<file path="src/stp_regs.vh">
// Constants for the two-wire sensor target port.
`ifndef STP_REGS_VH
`define STP_REGS_VH
`define STP_ADDR_GND     7'h5A
`define STP_ADDR_VCC     7'h5B
`define STP_BITS_BYTE    4'h8
`define STP_SCL_MAX_KHZ  400
`define STP_CLK_MHZ      20
`define STP_SCL_MIN_CYC  (`STP_CLK_MHZ * 1000 / `STP_SCL_MAX_KHZ)
`define STP_ST_IDLE      3'h0
`define STP_ST_ADDR      3'h1
`define STP_ST_PTR       3'h2
`define STP_ST_WDATA     3'h3
`define STP_ST_RDATA     3'h4
`endif

</file>
<file path="src/stp_cond.v">
// Bus condition and clock edge detector for the target port.
`timescale 1ns/1ps
module stp_cond (
   // Clock and reset
   input  wire ref_clk,
   input  wire rst,
   // Synchronised bus lines
   input  wire scl_s,
   input  wire sda_s,
   // Events, one cycle each
   output reg  scl_rise_r,
   output reg  scl_fall_r,
   output reg  start_r,
   output reg  stop_r
);
   reg scl_d_r;
   reg sda_d_r;
   // Set while the present clock-high interval saw a START.
   reg start_hi_r;

   always @(posedge ref_clk) begin
      if (rst) begin
         scl_d_r    <= 1'b1;
         sda_d_r    <= 1'b1;
         scl_rise_r <= 1'b0;
         scl_fall_r <= 1'b0;
         start_r    <= 1'b0;
         stop_r     <= 1'b0;
         start_hi_r <= 1'b0;
      end else begin
         scl_d_r    <= scl_s;
         sda_d_r    <= sda_s;
         scl_rise_r <= scl_s & ~scl_d_r;
         scl_fall_r <= ~scl_s & scl_d_r;
         start_r    <= scl_s & scl_d_r & sda_d_r & ~sda_s;
         // A STOP in the same high pulse as its START is ignored.
         stop_r     <= scl_s & scl_d_r & ~sda_d_r & sda_s & ~start_hi_r;
         if (~scl_s)
            start_hi_r <= 1'b0;
         else if (scl_d_r & sda_d_r & ~sda_s)
            start_hi_r <= 1'b1;
      end
   end
endmodule

</file>
<file path="src/stp_sync.v">
// Two-flop synchroniser for one bus pin.
`timescale 1ns/1ps
module stp_sync (
   // Clock and reset
   input  wire ref_clk,
   input  wire rst,
   // Pin and result
   input  wire din,
   output reg  dout_r
);
   reg meta_r;

   always @(posedge ref_clk) begin
      if (rst) begin
         meta_r <= 1'b1;
         dout_r <= 1'b1;
      end else begin
         meta_r <= din;
         dout_r <= meta_r;
      end
   end
endmodule

</file>
<file path="src/stp_target.v">
// Two-wire target port: address match, pointer, register writes and reads.
`timescale 1ns/1ps
`include "stp_regs.vh"
module stp_target (
   // Clock and reset
   input  wire       ref_clk,
   input  wire       rst,
   // Bus pins; serial clock is input only
   input  wire       scl_in,
   input  wire       sda_in,
   output reg        sda_out_r,
   output reg        sda_oe_r,
   // Address strap, static
   input  wire       address_select_pin,
   // Register side
   output reg  [7:0] reg_ptr_r,
   output reg  [7:0] reg_wdata_r,
   output reg        reg_wr_r,
   output reg        reg_rd_r,
   input  wire [7:0] reg_rdata,
   // Status
   output reg        busy_r
);
   wire scl_s;
   wire sda_s;
   wire sel_s;
   wire scl_rise;
   wire scl_fall;
   wire start_ev;
   wire stop_ev;

   // Pins pass two flops before use; serial clock is sampled, never driven.
   stp_sync u_scl (
      .ref_clk (ref_clk),
      .rst     (rst),
      .din     (scl_in),
      .dout_r  (scl_s)
   );
   stp_sync u_sda (
      .ref_clk (ref_clk),
      .rst     (rst),
      .din     (sda_in),
      .dout_r  (sda_s)
   );
   stp_sync u_sel (
      .ref_clk (ref_clk),
      .rst     (rst),
      .din     (address_select_pin),
      .dout_r  (sel_s)
   );
   // 20 MHz sampling gives 50 cycles per 400kHz period, ample margin.
   stp_cond u_cond (
      .ref_clk    (ref_clk),
      .rst        (rst),
      .scl_s      (scl_s),
      .sda_s      (sda_s),
      .scl_rise_r (scl_rise),
      .scl_fall_r (scl_fall),
      .start_r    (start_ev),
      .stop_r     (stop_ev)
   );

   // True when the upper seven bits name this target.
   function addr_match;
      input [6:0] a;
      input       sel;
      begin
         addr_match = (a == (sel ? `STP_ADDR_VCC : `STP_ADDR_GND));
      end
   endfunction

   reg [2:0] state_r;
   reg [3:0] bit_cnt_r;
   reg [7:0] shift_r;
   reg [7:0] tx_r;
   reg       ack_slot_r;
   reg       ack_drive_r;
   reg       got_byte_r;
   reg [7:0] rx_byte_r;

   wire [7:0] rx_nxt = {shift_r[6:0], sda_s};

   always @(posedge ref_clk) begin
      if (rst) begin
         state_r     <= `STP_ST_IDLE;
         bit_cnt_r   <= 4'h0;
         shift_r     <= 8'h00;
         tx_r        <= 8'hFF;
         ack_slot_r  <= 1'b0;
         ack_drive_r <= 1'b0;
         got_byte_r  <= 1'b0;
         rx_byte_r   <= 8'h00;
         sda_out_r   <= 1'b0;
         sda_oe_r    <= 1'b0;
         reg_ptr_r   <= 8'h00;
         reg_wdata_r <= 8'h00;
         reg_wr_r    <= 1'b0;
         reg_rd_r    <= 1'b0;
         busy_r      <= 1'b0;
      end else begin
         reg_wr_r   <= 1'b0;
         reg_rd_r   <= 1'b0;
         got_byte_r <= 1'b0;
         sda_out_r  <= 1'b0;
         // The store must see the pointer that selected the byte, so it moves a cycle later.
         if (reg_wr_r)
            reg_ptr_r <= reg_ptr_r + 8'h01;
         if (start_ev) begin
            // Partial byte is dropped; a new address byte follows.
            state_r     <= `STP_ST_ADDR;
            bit_cnt_r   <= 4'h0;
            ack_slot_r  <= 1'b0;
            ack_drive_r <= 1'b0;
            sda_oe_r    <= 1'b0;
            busy_r      <= 1'b1;
         end else if (stop_ev) begin
            state_r     <= `STP_ST_IDLE;
            bit_cnt_r   <= 4'h0;
            ack_slot_r  <= 1'b0;
            ack_drive_r <= 1'b0;
            sda_oe_r    <= 1'b0;
            busy_r      <= 1'b0;
         end else if (state_r != `STP_ST_IDLE) begin
            if (scl_rise && !ack_slot_r && state_r != `STP_ST_RDATA) begin
               // Sample one bit per high pulse, where it is stable.
               shift_r   <= rx_nxt;
               bit_cnt_r <= bit_cnt_r + 4'h1;
               if (bit_cnt_r == `STP_BITS_BYTE - 4'h1) begin
                  got_byte_r <= 1'b1;
                  rx_byte_r  <= rx_nxt;
               end
            end else if (scl_rise && !ack_slot_r) begin
               bit_cnt_r <= bit_cnt_r + 4'h1;
            end else if (scl_rise && ack_slot_r && state_r == `STP_ST_RDATA) begin
               // Controller answers; a high level ends the read.
               if (sda_s)
                  state_r <= `STP_ST_IDLE;
            end
            if (got_byte_r) begin
               case (state_r)
                  `STP_ST_ADDR: begin
                     if (addr_match(rx_byte_r[7:1], sel_s)) begin
                        ack_drive_r <= 1'b1;
                        if (rx_byte_r[0]) begin
                           state_r  <= `STP_ST_RDATA;
                           reg_rd_r <= 1'b1;
                        end else begin
                           state_r  <= `STP_ST_PTR;
                        end
                     end else begin
                        state_r <= `STP_ST_IDLE;
                     end
                  end
                  `STP_ST_PTR: begin
                     reg_ptr_r   <= rx_byte_r;
                     ack_drive_r <= 1'b1;
                     state_r     <= `STP_ST_WDATA;
                  end
                  `STP_ST_WDATA: begin
                     reg_wdata_r <= rx_byte_r;
                     reg_wr_r    <= 1'b1;
                     ack_drive_r <= 1'b1;
                  end
                  default: begin
                     ack_drive_r <= 1'b0;
                  end
               endcase
            end
            if (reg_rd_r)
               tx_r <= reg_rdata;
            if (scl_fall) begin
               if (!ack_slot_r && bit_cnt_r == `STP_BITS_BYTE) begin
                  // Ninth pulse starts here; hold low through it.
                  ack_slot_r <= 1'b1;
                  bit_cnt_r  <= 4'h0;
                  // Only received bytes arm ack_drive_r; after a sent byte it is clear,
                  // so the controller owns that slot.
                  sda_oe_r   <= ack_drive_r;
               end else if (ack_slot_r) begin
                  ack_slot_r  <= 1'b0;
                  ack_drive_r <= 1'b0;
                  if (state_r == `STP_ST_RDATA) begin
                     // Drive the first bit before the next rising edge.
                     sda_oe_r <= ~tx_r[7];
                     tx_r     <= {tx_r[6:0], 1'b1};
                  end else begin
                     sda_oe_r <= 1'b0;
                  end
               end else if (state_r == `STP_ST_RDATA) begin
                  sda_oe_r <= ~tx_r[7];
                  tx_r     <= {tx_r[6:0], 1'b1};
               end else begin
                  sda_oe_r <= 1'b0;
               end
            end
         end else begin
            sda_oe_r <= 1'b0;
         end
      end
   end
endmodule

</file>
<file path="config.mk">
export PLATFORM = sky130hd
export DESIGN_NAME = stp_target
export DESIGN_NICKNAME = d
export VERILOG_FILES = /design/src/stp_cond.v /design/src/stp_sync.v /design/src/stp_target.v
export VERILOG_INCLUDE_DIRS = /design/src
export SDC_FILE = /design/constraint.sdc
export NUM_CORES = 1
export LEC_CHECK = 0
export ABC_CLOCK_PERIOD_IN_PS = 2200
export BUFFER_PORTS_ARGS = -buffer_cell sky130_fd_sc_hd__buf_2
export CAP_MARGIN = 20
export CORE_MARGIN = 1
export CORE_UTILIZATION = 50
export CTS_CLUSTER_SIZE = 14
export DETAILED_ROUTE_END_ITERATION = 12
export GPL_TIMING_DRIVEN = 0
export PLACE_DENSITY = 0.7
export SETUP_SLACK_MARGIN = 0.02
export SLEW_MARGIN = 20
export SYNTH_ARGS = -nofsm -noshare
export SYNTH_HDL_FRONTEND = slang
export SYNTH_SLANG_ARGS = --single-unit
</file>
<file path="constraint.sdc">
create_clock -name ref_clk -period 2.2 [get_ports ref_clk]
set_input_delay 0.22 -clock ref_clk [delete_from_list [all_inputs] [get_ports ref_clk]]
set_output_delay 0.22 -clock ref_clk [all_outputs]
set_load 0.02 [all_outputs]
</file>
==> Yosys cells after proc, flatten, opt, wreduce, memory -nomap -nowiden <==
Cells that the tools add are included.
{ "word_totals": {"n_memories": 0, "register_bits": 66, "in_bits": 13, "ram_bits": 0, "mem_bits_ro": 0, "latchBits": 0} }
{ "classes": {"n_lt_le_gt_ge": 0, "muxes": 40, "add_sub_neg": 2, "n_mul": 0, "n_eq_ne": 8, "shift": 0, "n_bitwise": 23, "div": 0, "reduce_logical": 21} }
{ "ops": {"columns": ["cell", "count"], "rows": [
  ["$mux 8", 10],
  ["$mux 3", 7],
  ["$mux 1", 17],
  ["$mux 4", 4],
  ["$not 1->1", 13],
  ["$and 1x1->1", 10],
  ["$reduce_and 5->1", 2],
  ["$reduce_or 5->1", 2],
  ["$add 8x1->8 const B", 1],
  ["$eq 7x7->1", 1],
  ["$reduce_or 7->1", 1],
  ["$eq 3x2->1 const B", 2],
  ["$pmux 3 s2", 1],
  ["$reduce_bool 3->1", 2],
  ["$logic_and 1x1->1", 5],
  ["$add 4x1->4 const B", 1],
  ["$eq 4x3->1 const B", 1],
  ["$eq 4x4->1 const B", 1],
  ["$reduce_and 4->1", 1],
  ["$reduce_or 2->1", 2],
  ["$reduce_or 4->1", 1],
  ["$eq 3x1->1 const B", 1],
  ["$eq 3x3->1 const B", 1],
  ["$ne 3x3->1 const B", 1],
  ["other kinds (6)", 6]
]} }

==> Longest topological paths before layout <==
{ "logic_depth": {"word_depth": 10, "depth_mapped": 7} }

==> By module <==
Synthesis repeated with hierarchy kept, for this count alone.
{ "unflattened": {"hier_cells": 282, "hier_area_um2": 2787.7} }
{ "by_module_without_submodules": {"columns": ["module", "area_per_inst_um2", "cells_each", "seq_area_each_um2", "instances"], "rows": [
  ["stp_target", 2402.3, 251, 1061.0, 1],
  ["stp_cond", 227.7, 19, 140.1, 1],
  ["stp_sync", 52.6, 4, 40.0, 3]
]} }

==> Least setup slack after synthesis <==
No wires, ideal clock.
{ "synth_timing": {"kind": "register to register", "from": "register bit_cnt_r[0]", "to": "register tx_r[0]", "path_buffers": 1, "stages_incl_launch_ff": 8, "slack_ns": 0.660, "t_arrival_ns": 1.418, "setup_ns": 0.122, "path_cell_list": "dfxtp_1 -> inv_1 -> ha_1 -> and4bb_2 -> nand4b_1 -> buf_2 -> nand3b_1 -> o32a_1"} }
{ "synth_between": {"elab_chain_cells": 4} }
{ "synth_lines": {"columns": ["element", "line", "text"], "rows": [
  ["from (decl)", "stp_target.v:73", "reg [3:0] bit_cnt_r;"],
  ["from (signal assigned)", "stp_target.v:127", "bit_cnt_r <= bit_cnt_r + 4'h1;"],
  ["from (signal assigned)", "stp_target.v:133", "bit_cnt_r <= bit_cnt_r + 4'h1;"],
  ["$eq 4x4->1 (no line)", null, null],
  ["$logic_and 1x1->1 (no line)", null, null],
  ["$mux 8", "stp_target.v:172", "if (!ack_slot_r && bit_cnt_r == `STP_BITS_BYTE) begin"],
  ["$mux 8", "stp_target.v:171", "if (scl_fall) begin"],
  ["to (signal assigned)", "stp_target.v:170", "tx_r <= reg_rdata;"],
  ["to (signal assigned)", "stp_target.v:185", "tx_r <= {tx_r[6:0], 1'b1};"],
  ["to (signal assigned)", "stp_target.v:191", "tx_r <= {tx_r[6:0], 1'b1};"],
  ["to (decl)", "stp_target.v:75", "reg [7:0] tx_r;"]
]} }
No other way between the ends.
A chain may end at the register's enable or synchronous reset.

==> Final worst setup path <==
{ "layout_timing": {"from": "register bit_cnt_r[0]", "to": "register rx_byte_r[4]"} }
{ "layout_between": {"elab_chain_cells": 2} }
{ "layout_lines": {"columns": ["element", "line", "text"], "rows": [
  ["$eq 4x3->1", "stp_target.v:128", "if (bit_cnt_r == `STP_BITS_BYTE - 4'h1) begin"],
  ["$reduce_and 5->1 (no line)", null, null],
  ["to (signal assigned)", "stp_target.v:130", "rx_byte_r <= rx_nxt;"],
  ["to (decl)", "stp_target.v:79", "reg [7:0] rx_byte_r;"]
]} }
No other way between the ends.

==> results.sh <==
export IMPL_status="completed"
export IMPL_insertion_delay_ps=350
export IMPL_setup_ws_ps=448
export IMPL_dieArea_um2=5770
export IMPL_ys_seq_area_frac=0.483
export IMPL_grt_usage=0.193
export IMPL_async_flop_share=0
export IMPL_clkSinkCount=66
export IMPL_yosys_warnings=0
export IMPL_postCtsSetupBuffers=0
export IMPL_critPathArrivalTime_ps=1970
export IMPL_syn_area_per_cell_um2=9.53
export IMPL_synthTopCellsByArea="dfxtp_1 48%, mux2i_1 11%, nor2_1 6.2%"
export IMPL_core_rowCount=26
export IMPL_syn2layout_area_growth_pct=17.2
export IMPL_clkTransAtPathRegs_ps=70
export IMPL_fin_tns_setup_ps=0
export IMPL_root_buffer="clkbuf_8"
export IMPL_synth_cell_types=45
export IMPL_yosysTopAreaCellShare=0.483
export IMPL_min_period_over_period=0.796
export IMPL_seq_area_um2=1320
export IMPL_port_buffers=31
export IMPL_hp_start="sda_in"
export IMPL_place_gp_congestion=0.766
export IMPL_h_tree_depth=3
export IMPL_worstSetupPathType="flop to flop"
export IMPL_hold_path_end="u_sda.meta_r"
export IMPL_layout_drive_gt1_share=0.228
export IMPL_cp_max_fo=8
export IMPL_synth_area_um2=2740
export IMPL_core_area_um2=5170
export IMPL_dp_hpwl_um=3690
export IMPL_layout_min_cycle_time_ps=1750
export IMPL_vias=2064
export IMPL_num_fill_cells=459
export IMPL_min_path_type="input pin to flop"
export IMPL_grt_overflow=0
export IMPL_multiInputGateArea_um2=1310
export IMPL_drc=0
export IMPL_die_y_um=76.0
export IMPL_cpMaxStageDelayCell="nor4_4"
export IMPL_synthCells=287
export IMPL_leakage_nw=1.36
export IMPL_vias_per_cell=5.11
export IMPL_drv_slew=0
export IMPL_synthFlopType="dfxtp_1"
export IMPL_r2r_end="rx_byte_r[4]"
export IMPL_cts_hold_buf=0
export IMPL_grt_pass1_wl_um=8760
export IMPL_path_cells="ha_1, nand3b_1, nor4_4, mux2i_1, nor2_1"
export IMPL_max_slew_margin=0.527
export IMPL_antennaDiodeCount=0
export IMPL_antenna_found_initial=0
export IMPL_min_path_cells=2
export IMPL_synth_largest_area_cell="dfxtp_1"
export IMPL_critical_path_startpoint_type="flop"
export IMPL_finalHoldViolCount=0
export IMPL_io_pins=34
export IMPL_max_freq_ghz=0.571
export IMPL_post_cts_resized=0
export IMPL_worst_setup_path_end_kind="flop"
export IMPL_grt_max_degree=13
export IMPL_postLayoutCoreUtil=0.620
export IMPL_critPathMaxStageDelay_ps=560
export IMPL_clockBufferDepth=2
export IMPL_cts_tree="yes"
export IMPL_chipWidth_um=76.0
export IMPL_setup_viol=0
export IMPL_wl_um=5200
export IMPL_drv_cap=0
export IMPL_finalClockSkew_ps=13.6
export IMPL_place_ws_ps=430
export IMPL_hold_slack_ps=54.4
export IMPL_avgRoutedWirePerCell_um=12.9
export IMPL_powerDensity_nw_per_um2=759
export IMPL_drtIter0Drc=116
export IMPL_synth_nets=303
export IMPL_ff2ff_setup_slack_ps=450
export IMPL_crit_family="simple AND/OR/NAND/NOR gates"
export IMPL_initial_core_util=0.529
export IMPL_path_buf_inv=0
export IMPL_irDropWorstVdd_v=0.000480
export IMPL_r2r_start="bit_cnt_r[0]"
export IMPL_tightest_slew_ps=704
export IMPL_r2r_cells=5
export IMPL_worstPathRequired_ps=2410
export IMPL_synth_edf_count=0
export IMPL_cts_inserted_buffers=9
export IMPL_drtAntennaViolNets=0
export IMPL_first_pass_iters=4
export IMPL_grt_pass1_vias=1931
export IMPL_rsz0062_at_grt="false"
export IMPL_ys_ff_latch=66
export IMPL_fin_nets=345
-- routing by layer --
metal | vias up | track usage | part of all wire
li1 | 1073 | - | -
met1 | 948 | 0.251 | 0.49
met2 | 34 | 0.297 | 0.45
met3 | 9 | 0.0470 | 0.035
met4 | 0 | 0.100 | 0.021
met5 | - | 0 | 0
-- how the worst max path moves through the flow --
stage          slack, ps    startpoint  cells past startpoint            to
2_1_floorplan        660  bit_cnt_r[0]                      7       tx_r[0]
3_3_place_gp         510  bit_cnt_r[0]                      5  rx_byte_r[0]
4_1_cts              430  bit_cnt_r[0]                      5  rx_byte_r[4]
5_1_grt              300  bit_cnt_r[0]                      5  rx_byte_r[6]
6_report             450  bit_cnt_r[0]                      5  rx_byte_r[4]
3_5_place_dp         430  bit_cnt_r[0]                      5  rx_byte_r[4]
-- power by group --
part           internal, W  total [W]  switching, W
combinational    0.0000299  0.0000717     0.0000417
clock             0.000670    0.00114      0.000471
sequential         0.00121    0.00122    0.00000991
total              0.00191    0.00243      0.000523
-- synth_stat cells, types with 4 or more instances --
cell,number
dfxtp_1,66
nor2_1,45
mux2i_1,31
a21oi_1,15
nand2_1,13
clkbuf_1,9
or2_2,9
a211oi_1,8
inv_1,8
o21ai_0,8
mux2_2,7
xnor2_1,7
nor3_1,6
buf_2,5
nand4_1,4
xor2_1,4
-- flip-flops by register name, summed over array words and instances, names as in the netlist, 3 cells and up --
signal	flops
reg_ptr_r	8
reg_wdata_r	8
state_r	3
shift_r	7
rx_byte_r	8
bit_cnt_r	4
tx_r	8
-- per-stage QoR --
stage | power (W) | std cells | area [um^2]
2_1_floorplan | 0.00129 | 287 | 2740
3_3_place_gp | 0.00132 | 388 | 2980
3_5_place_dp | 0.00132 | 388 | 2980
4_1_cts | 0.00245 | 404 | 3210
5_1_grt | 0.00252 | 404 | 3210
6_report | 0.00243 | 404 | 3210
-- logic make-up after synthesis --
family          count (synthesis)  synth area share
flops                          66             0.483
buf+inv                        24            0.0371
mux                            38             0.142
simple gates                  106             0.202
fa+ha+maj                       3            0.0137
xor+xnor                       11            0.0352
other cells                     1           0.00137
compound gates                 38            0.0851
-- layout by cell type (no fill, tap or decap), types with 2 or more instances in the layout --
cell type / n
nand4b_1: 3
xor2_1: 4
buf_2: 36
nand3b_1: 3
xnor2_1: 7
inv_1: 8
mux2i_1: 31
clkinv_4: 2
bufinv_16: 2
or2_2: 9
a21oi_1: 15
mux2_2: 7
nand2b_1: 2
dfxtp_1: 66
o21ai_0: 8
a211oi_1: 8
nand4_1: 4
nor2_1: 45
nor2b_1: 2
clkbuf_8: 10
nor3_1: 6
nand3_1: 3
ha_1: 3
or3_1: 3
clkbuf_1: 9
nor3b_1: 2
nand2_1: 13
-- area by class of cell --
type | instances | share of cell area
sequential | 66 | 0.412
multi-input combinational | 197 | 0.409
timing repair buffer | 31 | 0.0484
clock buffer | 10 | 0.0429
clock inverter | 6 | 0.0281
tap | 70 | 0.0273
buffer | 16 | 0.0222
inverter | 8 | 0.00937
No activity file was read; power rests on OpenSTA's default activity.
